## config.mk

```make
export PLATFORM = sky130hd
export DESIGN_NAME = ftc_cycler
export DESIGN_NICKNAME = d
export VERILOG_FILES = /design/src/rtl/ftc_pkg.sv /design/src/rtl/ftc_cycler.sv
export SDC_FILE = /design/constraint.sdc
export NUM_CORES = 2
export LEC_CHECK = 0
export ABC_AREA = 1
export BUFFER_PORTS_ARGS = -buffer_cell sky130_fd_sc_hd__clkbuf_2
export CAP_MARGIN = 10
export CORE_AREA = 2 2 269 271
export CTS_CLUSTER_DIAMETER = 60
export DETAILED_ROUTE_END_ITERATION = 8
export DIE_AREA = 0 0 271 273
export PLACE_DENSITY = 0.72
export SYNTH_ARGS = -nofsm -noshare
export SYNTH_HDL_FRONTEND = slang
export SYNTH_SLANG_ARGS = --single-unit
```

## constraint.sdc

```tcl
create_clock -name CLK -period 4 [get_ports CLK]
set_clock_uncertainty 0.2 [all_clocks]
set_input_delay 0.4 -clock CLK [delete_from_list [all_inputs] [get_ports CLK]]
set_output_delay 0.4 -clock CLK [all_outputs]
set_load 0.05 [all_outputs]
```

## src/rtl/ftc_pkg.sv

```systemverilog
// package for the frame transfer cycler: register map, modes, record layout
`default_nettype none
package ftc_pkg;

    // ------------------------------------------------------------
    // register map (byte addresses, one word each)
    // ------------------------------------------------------------
    localparam logic [7:0] FTC_ADDR_CTRL = 8'h00;
    localparam logic [7:0] FTC_ADDR_CMD = 8'h04;
    localparam logic [7:0] FTC_ADDR_STATUS = 8'h08;
    localparam logic [7:0] FTC_ADDR_MARK_EMPTY = 8'h0C;
    localparam logic [7:0] FTC_ADDR_BUF_FULL = 8'h10;
    localparam logic [7:0] FTC_ADDR_HELD = 8'h14;

    // ------------------------------------------------------------
    // field positions
    // ------------------------------------------------------------
    localparam int FTC_CTRL_MODE_LSB = 0;
    localparam int FTC_CTRL_META_BIT = 2;
    localparam int FTC_CMD_START_BIT = 0;
    localparam int FTC_CMD_STOP_BIT = 1;
    localparam int FTC_CMD_ABORT_BIT = 2;
    localparam int FTC_ST_EOT_BIT = 0;
    localparam int FTC_ST_LOST_BIT = 1;
    localparam int FTC_ST_TRASH_BIT = 2;
    localparam int FTC_ST_RUN_BIT = 3;
    localparam int FTC_ST_BUSY_BIT = 4;
    localparam int FTC_ST_STOPPING_BIT = 5;
    localparam logic [1:0] FTC_CTRL_MODE_RESET = 2'h0;

    // ------------------------------------------------------------
    // record size: 64 bytes sent as 16 words
    // ------------------------------------------------------------
    localparam int FTC_REC_BYTES = 64;
    localparam int FTC_REC_WORDS = FTC_REC_BYTES / 4;
    localparam int FTC_RSV_BYTES = 25;

    // buffer cycling policy
    typedef enum logic [1:0] {
        FTC_WAIT_EMPTY,
        FTC_NEXT_EMPTY,
        FTC_ASYNC
    } ftc_mode_type;

    // line record, lowest byte last so that bits [32k+:32] are word k
    typedef struct packed {
        logic [FTC_RSV_BYTES*8-1:0] reserved;
        logic [7:0] bidir_pin_levels;
        logic [7:0] output_pin_levels;
        logic [7:0] input_pin_levels;
        logic [31:0] received_frame_number;
        logic [63:0] timestamp;
        logic [63:0] issued_line_trigger_total;
        logic [63:0] received_line_total;
        logic [63:0] encoder_position_count;
    } ftc_line_record_layout_type;

    // one transfer order toward a host buffer
    typedef struct packed {
        logic valid;
        logic [7:0] buffer;
    } ftc_dma_order_type;

endpackage

`default_nettype wire

```

## src/rtl/ftc_cycler.sv

```systemverilog
// frame transfer cycler with per-line record, behind an AHB-Lite slave
//
// Functional notes
// - held images forwarded in arrival order
// - no on-board room: drop, lost or trash
// - wait mode checks next buffer first
// - wait mode holds image while buffer full
// - start loads all buffers into queue
// - marked-empty buffers join queue in order
// - next-empty mode transfers while queue nonempty
// - async mode cycles ignoring buffer state
// - room but no buffer: keep image
// - trash only when buffers and memory exhausted
// - per-drop trash flag exposed
// - end of transfer after memory drains
// - optional 64-byte record after each line
// - record snapshot at line valid start
// - signed encoder position counter
// - 64-bit received line counter
// - 64-bit issued line trigger counter
// - 64-bit free-running timestamp
// - 32-bit received frame number
// - pin level bytes, one bit per pin
// - final 25 bytes reserved
`timescale 1ns/1ps
`default_nettype none

module ftc_cycler
    import ftc_pkg::*;
#(
    parameter int NBUF = 8,
    parameter int ONBOARD_FRAMES = 4
)(
    // clock and reset
    input wire logic CLK,
    input wire logic RSTN,
    // ahb-lite slave
    input wire logic HSEL,
    input wire logic [7:0] HADDR,
    input wire logic [1:0] HTRANS,
    input wire logic HWRITE,
    input wire logic [2:0] HSIZE,
    input wire logic [31:0] HWDATA,
    input wire logic HREADY,
    output logic HREADYOUT,
    output logic HRESP,
    output logic [31:0] HRDATA,
    // acquisition side
    input wire logic ACQ_FRAME,
    output logic ACQ_ACCEPT,
    output logic FRAME_LOST,
    output logic TRASH,
    output logic TRASH_FLAG,
    // host transfer engine
    output logic DMA_START,
    output logic [7:0] DMA_BUFFER,
    input wire logic DMA_DONE,
    output logic END_OF_TRANSFER,
    // line and pin status
    input wire logic LINE_VALID,
    input wire logic LINE_TRIGGER,
    input wire logic ENC_STEP,
    input wire logic ENC_REVERSE,
    input wire logic [7:0] INPUT_PINS,
    input wire logic [7:0] OUTPUT_PINS,
    input wire logic [7:0] BIDIR_PINS,
    // line record stream
    output logic META_VALID,
    input wire logic META_READY,
    output logic [31:0] META_DATA,
    output logic META_LAST
);

    localparam int IW = (NBUF > 1) ? $clog2(NBUF) : 1;
    localparam int CW = $clog2(ONBOARD_FRAMES + 1);
    localparam int QW = $clog2(NBUF + 1);
    localparam int WW = $clog2(FTC_REC_WORDS);

    // ------------------------------------------------------------
    // bus slave
    // ------------------------------------------------------------
    logic ph_wr;
    logic [7:0] ph_addr;
    logic [1:0] ctrl_mode;
    logic meta_en;
    logic [NBUF-1:0] buf_full;
    logic running;
    logic stopping;
    logic busy;
    logic eot_flag;
    logic lost_flag;
    logic [CW-1:0] held;
    logic [31:0] next_rdata;
    logic [31:0] status_word;

    wire addr_phase = HSEL && HREADY && HTRANS[1];
    wire wr_ctrl = ph_wr && (ph_addr == FTC_ADDR_CTRL);
    wire wr_cmd = ph_wr && (ph_addr == FTC_ADDR_CMD);
    wire wr_status = ph_wr && (ph_addr == FTC_ADDR_STATUS);
    wire wr_mark = ph_wr && (ph_addr == FTC_ADDR_MARK_EMPTY);
    wire cmd_start = wr_cmd && HWDATA[FTC_CMD_START_BIT];
    wire cmd_stop = wr_cmd && HWDATA[FTC_CMD_STOP_BIT];
    wire cmd_abort = wr_cmd && HWDATA[FTC_CMD_ABORT_BIT];
    wire [IW-1:0] mark_idx = HWDATA[IW-1:0];
    wire mark_ok = wr_mark && (HWDATA[7:0] < 8'(NBUF));
    wire ftc_mode_type mode = ftc_mode_type'(ctrl_mode);

    assign HREADYOUT = 1'b1;
    assign HRESP = 1'b0;

    // status word assembled from live state
    always_comb
    begin
        status_word = 32'h0;
        status_word[FTC_ST_EOT_BIT] = eot_flag;
        status_word[FTC_ST_LOST_BIT] = lost_flag;
        status_word[FTC_ST_TRASH_BIT] = TRASH_FLAG;
        status_word[FTC_ST_RUN_BIT] = running;
        status_word[FTC_ST_BUSY_BIT] = busy;
        status_word[FTC_ST_STOPPING_BIT] = stopping;
    end

    // read mux, unmapped reads give zero
    always_comb
    begin
        next_rdata = 32'h0;
        if (addr_phase && !HWRITE)
        begin
            unique case (HADDR)
                FTC_ADDR_CTRL: next_rdata = {29'h0, meta_en, ctrl_mode};
                FTC_ADDR_STATUS: next_rdata = status_word;
                FTC_ADDR_BUF_FULL: next_rdata = 32'(buf_full);
                FTC_ADDR_HELD: next_rdata = 32'(held);
                default: next_rdata = 32'h0;
            endcase
        end
    end

    // address phase capture and read data
    always_ff @(posedge CLK)
    begin
        if (!RSTN)
        begin
            ph_wr <= 1'b0;
            ph_addr <= 8'h00;
            HRDATA <= 32'h0;
        end
        else
        begin
            ph_wr <= addr_phase && HWRITE;
            ph_addr <= HADDR;
            HRDATA <= next_rdata;
        end
    end

    // control register
    always_ff @(posedge CLK)
    begin
        if (!RSTN)
        begin
            ctrl_mode <= FTC_CTRL_MODE_RESET;
            meta_en <= 1'b0;
        end
        else if (wr_ctrl)
        begin
            ctrl_mode <= HWDATA[FTC_CTRL_MODE_LSB +: 2];
            meta_en <= HWDATA[FTC_CTRL_META_BIT];
        end
    end

    // ------------------------------------------------------------
    // empty buffer queue and buffer selection
    // ------------------------------------------------------------
    logic [IW-1:0] queue [NBUF];
    logic [IW-1:0] q_head;
    logic [IW-1:0] q_tail;
    logic [QW-1:0] q_count;
    logic [IW-1:0] ring_ptr;
    logic [IW-1:0] cur_buf;

    wire [IW-1:0] target = (mode == FTC_NEXT_EMPTY) ? queue[q_head] : ring_ptr;
    wire host_ready = (mode == FTC_NEXT_EMPTY) ? (q_count != '0) :
                      (mode == FTC_WAIT_EMPTY) ? !buf_full[ring_ptr] : 1'b1;
    wire launch = running || stopping;
    wire go = launch && !busy && (held != '0) && host_ready && !cmd_abort;
    wire q_pop = go && (mode == FTC_NEXT_EMPTY);
    wire q_push = mark_ok && (mode == FTC_NEXT_EMPTY) && (q_count != QW'(NBUF));
    wire [IW-1:0] head_inc = (q_head == IW'(NBUF - 1)) ? '0 : q_head + 1'b1;
    wire [IW-1:0] tail_inc = (q_tail == IW'(NBUF - 1)) ? '0 : q_tail + 1'b1;
    wire [IW-1:0] ring_inc = (ring_ptr == IW'(NBUF - 1)) ? '0 : ring_ptr + 1'b1;

    // queue storage and pointers
    always_ff @(posedge CLK)
    begin
        if (!RSTN)
        begin
            q_head <= '0;
            q_tail <= '0;
            q_count <= '0;
            for (int i = 0; i < NBUF; i++)
                queue[i] <= '0;
        end
        else if (cmd_start)
        begin
            q_head <= '0;
            q_tail <= '0;
            q_count <= QW'(NBUF);
            for (int i = 0; i < NBUF; i++)
                queue[i] <= IW'(i);
        end
        else
        begin
            if (q_push)
            begin
                queue[q_tail] <= mark_idx;
                q_tail <= tail_inc;
            end
            if (q_pop)
                q_head <= head_inc;
            if (q_push && !q_pop)
                q_count <= q_count + 1'b1;
            else if (q_pop && !q_push)
                q_count <= q_count - 1'b1;
        end
    end

    // buffer full/empty state, done marks full, software marks empty
    always_ff @(posedge CLK)
    begin
        if (!RSTN)
            buf_full <= '0;
        else
        begin
            for (int i = 0; i < NBUF; i++)
            begin
                if (busy && DMA_DONE && (cur_buf == IW'(i)))
                    buf_full[i] <= 1'b1;
                else if (mark_ok && (mark_idx == IW'(i)))
                    buf_full[i] <= 1'b0;
            end
        end
    end

    // ------------------------------------------------------------
    // transfer sequencing
    // ------------------------------------------------------------
    // admission of a new image
    wire room = (held != CW'(ONBOARD_FRAMES));
    wire take = ACQ_FRAME && room && running;
    wire drop = ACQ_FRAME && !room && running;
    wire trash_mode = (mode != FTC_ASYNC);
    wire drop_trash = drop && trash_mode && !host_ready;
    wire drained = busy && DMA_DONE;
    wire eot_set = stopping && !busy && (held == '0) && !cmd_abort;

    // held count, run state and transfer engine handshake
    always_ff @(posedge CLK)
    begin
        if (!RSTN || cmd_abort)
        begin
            held <= '0;
            running <= 1'b0;
            stopping <= 1'b0;
            busy <= 1'b0;
            ring_ptr <= '0;
            cur_buf <= '0;
            DMA_START <= 1'b0;
            DMA_BUFFER <= 8'h00;
        end
        else
        begin
            DMA_START <= go;
            if (take && !drained)
                held <= held + 1'b1;
            else if (drained && !take)
                held <= held - 1'b1;
            if (cmd_start)
            begin
                running <= 1'b1;
                stopping <= 1'b0;
                ring_ptr <= '0;
            end
            else if (cmd_stop && running)
            begin
                running <= 1'b0;
                stopping <= 1'b1;
            end
            // drained after stop ends the run
            else if (eot_set)
                stopping <= 1'b0;
            if (go)
            begin
                busy <= 1'b1;
                cur_buf <= target;
                DMA_BUFFER <= 8'(target);
                if (mode != FTC_NEXT_EMPTY)
                    ring_ptr <= ring_inc;
            end
            else if (drained)
                busy <= 1'b0;
        end
    end

    // event pulses and sticky flags, a set beats a clear
    always_ff @(posedge CLK)
    begin
        if (!RSTN)
        begin
            ACQ_ACCEPT <= 1'b0;
            FRAME_LOST <= 1'b0;
            TRASH <= 1'b0;
            END_OF_TRANSFER <= 1'b0;
            TRASH_FLAG <= 1'b0;
            lost_flag <= 1'b0;
            eot_flag <= 1'b0;
        end
        else
        begin
            ACQ_ACCEPT <= take;
            FRAME_LOST <= drop && !drop_trash;
            TRASH <= drop_trash;
            END_OF_TRANSFER <= eot_set;
            // trash flag of the latest drop
            if (drop)
                TRASH_FLAG <= drop_trash;
            else if (wr_status && HWDATA[FTC_ST_TRASH_BIT])
                TRASH_FLAG <= 1'b0;
            if (drop && !drop_trash)
                lost_flag <= 1'b1;
            else if (wr_status && HWDATA[FTC_ST_LOST_BIT])
                lost_flag <= 1'b0;
            if (eot_set)
                eot_flag <= 1'b1;
            else if (wr_status && HWDATA[FTC_ST_EOT_BIT])
                eot_flag <= 1'b0;
        end
    end

    // ------------------------------------------------------------
    // pin synchronisers
    // ------------------------------------------------------------
    localparam int PW = 26;
    logic [PW-1:0] pin_meta;
    logic [PW-1:0] pin_sync;
    logic step_prev;
    logic line_prev;

    // two stages for both encoder inputs and all 24 pin levels
    always_ff @(posedge CLK)
    begin
        if (!RSTN)
        begin
            pin_meta <= '0;
            pin_sync <= '0;
        end
        else
        begin
            pin_meta <= {ENC_STEP, ENC_REVERSE, INPUT_PINS, OUTPUT_PINS, BIDIR_PINS};
            pin_sync <= pin_meta;
        end
    end

    wire step_s = pin_sync[25];
    wire rev_s = pin_sync[24];
    wire step_rise = step_s && !step_prev;
    wire line_rise = LINE_VALID && !line_prev;
    wire line_fall = !LINE_VALID && line_prev;

    // ------------------------------------------------------------
    // line record counters and snapshot
    // ------------------------------------------------------------
    logic [63:0] enc_count;
    logic [63:0] line_total;
    logic [63:0] trig_total;
    logic [63:0] tstamp;
    logic [31:0] frame_num;
    ftc_line_record_layout_type snap;

    // live counters
    always_ff @(posedge CLK)
    begin
        if (!RSTN)
        begin
            step_prev <= 1'b0;
            line_prev <= 1'b0;
            enc_count <= 64'h0;
            line_total <= 64'h0;
            trig_total <= 64'h0;
            tstamp <= 64'h0;
            frame_num <= 32'h0;
        end
        else
        begin
            step_prev <= step_s;
            line_prev <= LINE_VALID;
            tstamp <= tstamp + 64'h1;
            if (step_rise)
                enc_count <= rev_s ? enc_count - 64'h1 : enc_count + 64'h1;
            if (line_rise)
                line_total <= line_total + 64'h1;
            if (LINE_TRIGGER)
                trig_total <= trig_total + 64'h1;
            if (ACQ_FRAME)
                frame_num <= frame_num + 32'h1;
        end
    end

    // one snapshot at line valid start
    always_ff @(posedge CLK)
    begin
        if (!RSTN)
            snap <= '0;
        else if (line_rise)
        begin
            // fields placed by the packed layout
            snap.encoder_position_count <= enc_count;
            snap.received_line_total <= line_total + 64'h1;
            snap.issued_line_trigger_total <= trig_total;
            snap.timestamp <= tstamp;
            snap.received_frame_number <= frame_num;
            snap.input_pin_levels <= pin_sync[23:16];
            snap.output_pin_levels <= pin_sync[15:8];
            snap.bidir_pin_levels <= pin_sync[7:0];
            snap.reserved <= '0;
        end
    end

    // ------------------------------------------------------------
    // record stream after each line
    // ------------------------------------------------------------
    logic [WW-1:0] word_idx;
    wire [FTC_REC_BYTES*8-1:0] rec_bits = snap;
    wire meta_take = META_VALID && META_READY;
    wire [WW-1:0] word_nxt = word_idx + 1'b1;

    always_ff @(posedge CLK)
    begin
        if (!RSTN)
        begin
            META_VALID <= 1'b0;
            META_DATA <= 32'h0;
            META_LAST <= 1'b0;
            word_idx <= '0;
        end
        else if (line_fall && meta_en && !META_VALID)
        begin
            META_VALID <= 1'b1;
            META_DATA <= rec_bits[31:0];
            META_LAST <= 1'b0;
            word_idx <= '0;
        end
        else if (meta_take)
        begin
            if (META_LAST)
            begin
                META_VALID <= 1'b0;
                META_LAST <= 1'b0;
            end
            else
            begin
                META_DATA <= rec_bits[32*word_nxt +: 32];
                META_LAST <= (word_nxt == WW'(FTC_REC_WORDS - 1));
                word_idx <= word_nxt;
            end
        end
    end

endmodule // ftc_cycler

`default_nettype wire

```

## After elaboration in Yosys (flattened, before gate mapping)

Memory sizes are Yosys's and may differ from the RTL's. A register that Yosys moved wholly into a read port is not among the register bits.
Cells that the tools add are included.

- Memories kept: 1
- Input bits: 81
- Memory bits (writable): 24
- Bits in registers: 710
- Word-level logic and storage cells: 296

- $add $sub $neg: 14
- Reductions and logical operators: 113
- Bitwise operators: 10
- $lt $le $gt $ge: 2
- Eq/ne operators: 30
- Shift operators: 1
- Muxes and demuxes: 74

Memory list:

| name | depth | bits a word | rd ports | clocked after Yosys merged registers in | wr ports | RTL line | source |
|---|---|---|---|---|---|---|---|
| queue | 8 | 3 | 1 | 1 | 8 | ftc_cycler.sv:174 | `logic [IW-1:0] queue [NBUF];` |

Operator list:

| operator | count |
|---|---|
| 512-bit by 10-bit variable part select with 32-bit output | 1 |
| 64-bit by 1-bit adder with 64-bit output, second input constant | 4 |
| 32-bit 2-to-1 mux | 3 |
| 64-bit 2-to-1 mux | 1 |
| 64-bit by 1-bit subtractor with 64-bit output, second input constant | 1 |
| 3-bit 2-to-1 mux | 21 |
| 1-bit logical AND | 60 |
| 1-bit 2-to-1 mux | 44 |
| 2-bit nonzero test | 18 |
| 3-bit equality test, second input constant | 11 |
| 32-bit by 1-bit adder with 32-bit output, second input constant | 1 |
| 8-bit one-hot mux with 4 select lines | 1 |
| 8-bit by 4-bit equality test with 1-bit output, second input constant | 3 |
| 8-bit by 5-bit equality test with 1-bit output, second input constant | 2 |
| 1-bit logical NOT | 16 |
| 8-bit logical NOT | 2 |
| 3-bit by 1-bit adder with 3-bit output, second input constant | 4 |
| 3-bit by 2-bit equality test with 1-bit output, second input constant | 4 |
| 4-bit 2-to-1 mux | 3 |
| 3-bit logical NOT | 3 |
| 4-bit by 1-bit adder with 4-bit output, second input constant | 2 |
| 8-bit by 3-bit equality test with 1-bit output, second input constant | 1 |
| 8-bit by 4-bit < comparator with 1-bit output, second input constant | 1 |
| 1-bit OR | 8 |
| other kinds (19) | 29 |

## Depth between registers and ports, before layout

- Word-level depth: 12
- Mapped depth: 17
- Gate-level depth less buffers: 17

## Worst setup path before layout

Ideal clock, no wire load.

- Path type: register to register
- Start point: register pin_sync[24]
- End point: register enc_count[46]
- Setup time: 0.109 ns
- Arrival: 3.233 ns
- Cell stages (with the launch flop): 17
- Setup slack: 0.458 ns
- Period minus slack after synthesis: 3.542 ns
- Data required time: 3.691 ns
- Cells stage by stage: dfxtp_1 inv_1 fa_1 inv_1 nand3_1 nand2_1 nand2_1 nand2_1 nand2_1 nand2_1 nand2_1 nand2_1 nand2_1 nand3_1 nand3_1 nand2_1 inv_1

- Longest elaborated chain between the ends: 1

Ends and longest elaborated chain:

| what | RTL line | source |
|---|---|---|
| start: declaration | ftc_cycler.sv:344 | `logic [PW-1:0] pin_sync;` |
| start signal: assignment | ftc_cycler.sv:359 | `pin_sync <= pin_meta;` |
| 64-bit 2-to-1 mux | ftc_cycler.sv:398 | `enc_count <= rev_s ? enc_count - 64'h1 : enc_count + 64'h1;` |
| end signal: assignment | ftc_cycler.sv:398 |  |
| end: declaration | ftc_cycler.sv:372 | `logic [63:0] enc_count;` |

No other way between the ends.
A chain may end at the register's enable or synchronous reset.

## Worst setup path after layout

- Start point: register ph_addr[7]
- End point: register q_count[3]

- Elaborated cells between the ends (all ways): 19

RTL lines:

| what | RTL line | source |
|---|---|---|
| start: declaration | ftc_cycler.sv:83 | `logic [7:0] ph_addr;` |
| start signal: assignment | ftc_cycler.sv:145 | `ph_addr <= 8'h00;` |
| start signal: assignment | ftc_cycler.sv:151 | `ph_addr <= HADDR;` |
| 8-bit by 4-bit equality test with 1-bit output (*) | ftc_cycler.sv:100 | `wire wr_mark = ph_wr && (ph_addr == FTC_ADDR_MARK_EMPTY);` |
| 1-bit logical AND (*) | ftc_cycler.sv:100 |  |
| 1-bit logical AND (*) | ftc_cycler.sv:105 | `wire mark_ok = wr_mark && (HWDATA[7:0] < 8'(NBUF));` |
| 1-bit logical AND (*) (2 in series) | ftc_cycler.sv:187 | `wire q_push = mark_ok && (mode == FTC_NEXT_EMPTY) && (q_count != QW'(NBUF));` |
| via q_push | ftc_cycler.sv:187 |  |
| 1-bit logical AND / 1-bit logical NOT (equally long branches) | ftc_cycler.sv:220, ftc_cycler.sv:222 |  |
| 4-bit 2-to-1 mux / 1-bit logical AND (equally long branches) | ftc_cycler.sv:220, ftc_cycler.sv:222 |  |
| 4-bit 2-to-1 mux / 3-bit nonzero test (equally long branches) | - |  |
| end signal: assignment | ftc_cycler.sv:207 | `q_count <= QW'(NBUF);` |
| end signal: assignment | ftc_cycler.sv:221 | `q_count <= q_count + 1'b1;` |
| end signal: assignment | ftc_cycler.sv:223 | `q_count <= q_count - 1'b1;` |
| end: declaration | ftc_cycler.sv:177 | `logic [QW-1:0] q_count;` |

The timed path passes the listed nets; every way through them passes the cells marked *.

==> impl_metrics.ini <==
[clock_tree]
cts_tree = built
root_buffer = clkbuf_16
cts_buffers = 82
cts_setup_buffers = 0
cts_sinks = 713
cts.htree.levels = 3
clockBufferDepth = 3
clk_pin_slew_ns = 0.06
clk_latency_ns = 0.66

[drt]
wl_mm = 127.0
vias = 38650
drc = 0
wl_per_cell_microns = 17.99
avgViaCountPerCell = 5.473
first_pass_iters = 6
ant_nets = 0
drt-initial-drc-count = 4239

[timing]
slew_headroom_pct = 16.43
tns_ns = 0
holdWs_ns = 0.03460
hold_viol = 0
setup_viol = 0
post-route-period-util_pct = 85.23
rsz0062_at_grt = false
min_period_ns = 3.409
slew_viol_final = 0
tightestPinTransition_ns = 1.240
fmax_mhz = 293.3

[floorplanning]
pin_count = 163
start_util_pct = 54.78
die_h_microns = 273
dieArea_sq_um = 73980
num_rows = 98
die_w_microns = 271
coreArea_sq_um = 71000

[yosys]
synth_seq_cells = 713
synth_cell_types = 54
synthesis.area_sq_um = 38890
synthTopCellsByArea = dfxtp_1 35%, nand2_1 13%, inv_1 8.6%
syn_inst = 6000
synth-main-ff-cell = dfxtp_1
yosys.area.top_type = dfxtp_1
avgSynthCellArea_sq_um = 6.482
yosysWarnings = 0
yosysSeqAreaShare_pct = 37.32
async_flop_share_pct = 0
synth_edf_count = 24
yosysTopAreaCellShare_pct = 35.47

[power_and_ir_drop]
intPower_w = 0.01227
power_frac_comb_pct = 7.2
p_sw_w = 0.004292
ir_worst_vdd_uv = 367.7
swShare_pct = 25.91
power_density_nw_per_um2 = 381.7
clock_power_share_pct = 47.4
power_frac_seq_pct = 45.4
leakage_nw = 18.89

[cells_and_area]
stdcell_count = 7062
fill_cells = 6794
final_common_cell = nand2_1
area_growth_pct = 11.57
multi_input_area_sq_um = 20010
nNetsFinal = 6208
diodes = 0
final-seq-area_sq_um = 14520
drive_above_1_share_pct = 6.103
final_cell_mix = 1,370 x nand2_1, 887 x inv_1, 687 x dfxtp_1

[setup_path]
cp.required_ns = 4.32
critPathCaptureType = register
arrival_ns = 3.73
critical_path_class = register to register
critPathSlowestCell = dlygate4sd3_1
timing.rr.start = ph_addr[7]$_SDFF_PN0_
crit_chain = nor2_1 -> nand2_1 -> nor4_2 -> dlygate4sd3_1 -> nand4_2 -> inv_1 -> ha_1 -> inv_1 -> ha_1 -> a21o_1 -> a21oi_1 -> xor2_1 -> a31oi_1
crit_fanout = 5
cp-start-kind = register
cpPeakStageDelay_ns = 0.65
crit_start = ph_addr[7]$_SDFF_PN0_

[global_routing]
grt_pass1_wl_mm = 195.0
grt_max_degree = 251
grt.met1_usage_pct = 47.80
antenna_found_initial = 2
top_usage_layer = met2
gr-usage-met3_pct = 7.390
met2_usage_pct = 49.74
grt.total_usage_pct = 33.56
grt_pass1_vias = 34780
grt_overflow_total = 0

[placed_design]
dp.cells = 6853
portBuffers = 103
dp_hpwl_mm = 93.51
place_congestion = 0.9939

[flow_run]
maxCapViolCount = 0

[hold_path]
hold_class = primary input to register
hp-start = DMA_DONE

[status]
outcome = finished, final reports clean
==> final cells by class <==
cell class	instances	area share [%]
clock inverters	47	1.355
well taps	950	2.739
inverters	900	7.809
multi-input cells	4156	46.13
repair buffers	192	3.310
clock buffers	104	5.199
flip-flops and latches	713	33.46
==> final timing paths <==
check	to	slack, ns	depth (start not counted)
min reg2reg	pin_sync[5]$_SDFF_PN0_	0.21	2
min	busy$_SDFFE_PP0P_	0.03	4
max	q_count[3]$_SDFFE_PN0P_	0.59	13
max reg2reg	q_count[3]$_SDFFE_PN0P_	0.59	13
==> flip-flops by register name, summed over array words and instances, names as in the netlist, 24 cells and up, named ones only <==
name        cells
META_DATA      32
enc_count      64
frame_num      32
pin_meta       26
pin_sync       26
queue          24
rec_bits      312
trig_total     64
tstamp         64
==> per-stage QoR <==
stage	cell area (sq um)	setup slack, ns	total power [W]	utilization, %
4_1_cts	43380	0.6063	0.01661	61.11
3_5_place_dp	39970	0.7197	0.008795	56.30
2_1_floorplan	39000	0.4583	0.008457	-
3_3_place_gp	39970	0.7311	0.008768	56.30
6_report	43390	0.5907	0.01656	61.12
5_1_grt	43390	0.3084	0.01708	61.12
==> repair_timing <==
item / CTS / global route
hold buffers: 57 / 0
hold endpoints to repair: 94 / 0
resized for setup: 0 / 0
==> cells by family after synthesis <==
family	after synthesis	share of synthesized area (%)
other	2	0.01931
buffers and inverters	1160	11.61
adders and majority gates	82	2.696
AOI/OAI and AO/OA	1236	16.61
xor gates and xnor gates	87	1.979
and+or+nand+nor	2720	29.76
DFF	713	37.32
==> layer usage <==
layer	share of wire, %	vias to the layer above
met5	0.010	-
met4	3.6	2
met3	9.5	240
met2	41	1439
met1	46	17670
li1	-	19300
==> synth_stat cells (10+ instances only) <==
library cell and count:
nor2_1 685, xnor2_1 14, nor4_1 23, buf_4 32
nand2_1 1370, nand3_1 272, o21a_1 11, buf_1 16
clkbuf_1 182, nor3b_1 10, dfxtp_1 689, nor3_1 150
inv_1 888, nand4_1 102, o21ai_0 539, nor2_2 23
o22ai_1 10, xor2_1 72, edfxtp_1 24, or2_2 17
o21ai_1 23, a21oi_1 559, ha_1 79, buf_2 30
o211ai_1 71
==> power by group through the flow <==
stage | logic [W] | clock network [W] | registers, W
floorplan | 0.000833 | 0 | 0.00762
global placement | 0.00110 | 0 | 0.00767
detailed placement | 0.00112 | 0 | 0.00767
CTS | 0.00117 | 0.00793 | 0.00752
global route | 0.00132 | 0.00822 | 0.00754
finish | 0.00119 | 0.00785 | 0.00752
==> critical path, delay by kind of cell (launching register included) <==
kind                     cells  cell delay [ns]
AO/OA/AOI/OAI                3             0.41
XOR/XNOR                     1             0.15
adder cells (fa/ha/maj)      2             0.50
buffers and inverters        3             0.94
flip-flops                   1             0.30
AND/OR/NAND/NOR              4             0.76
(Power assumes the default switching activity.)
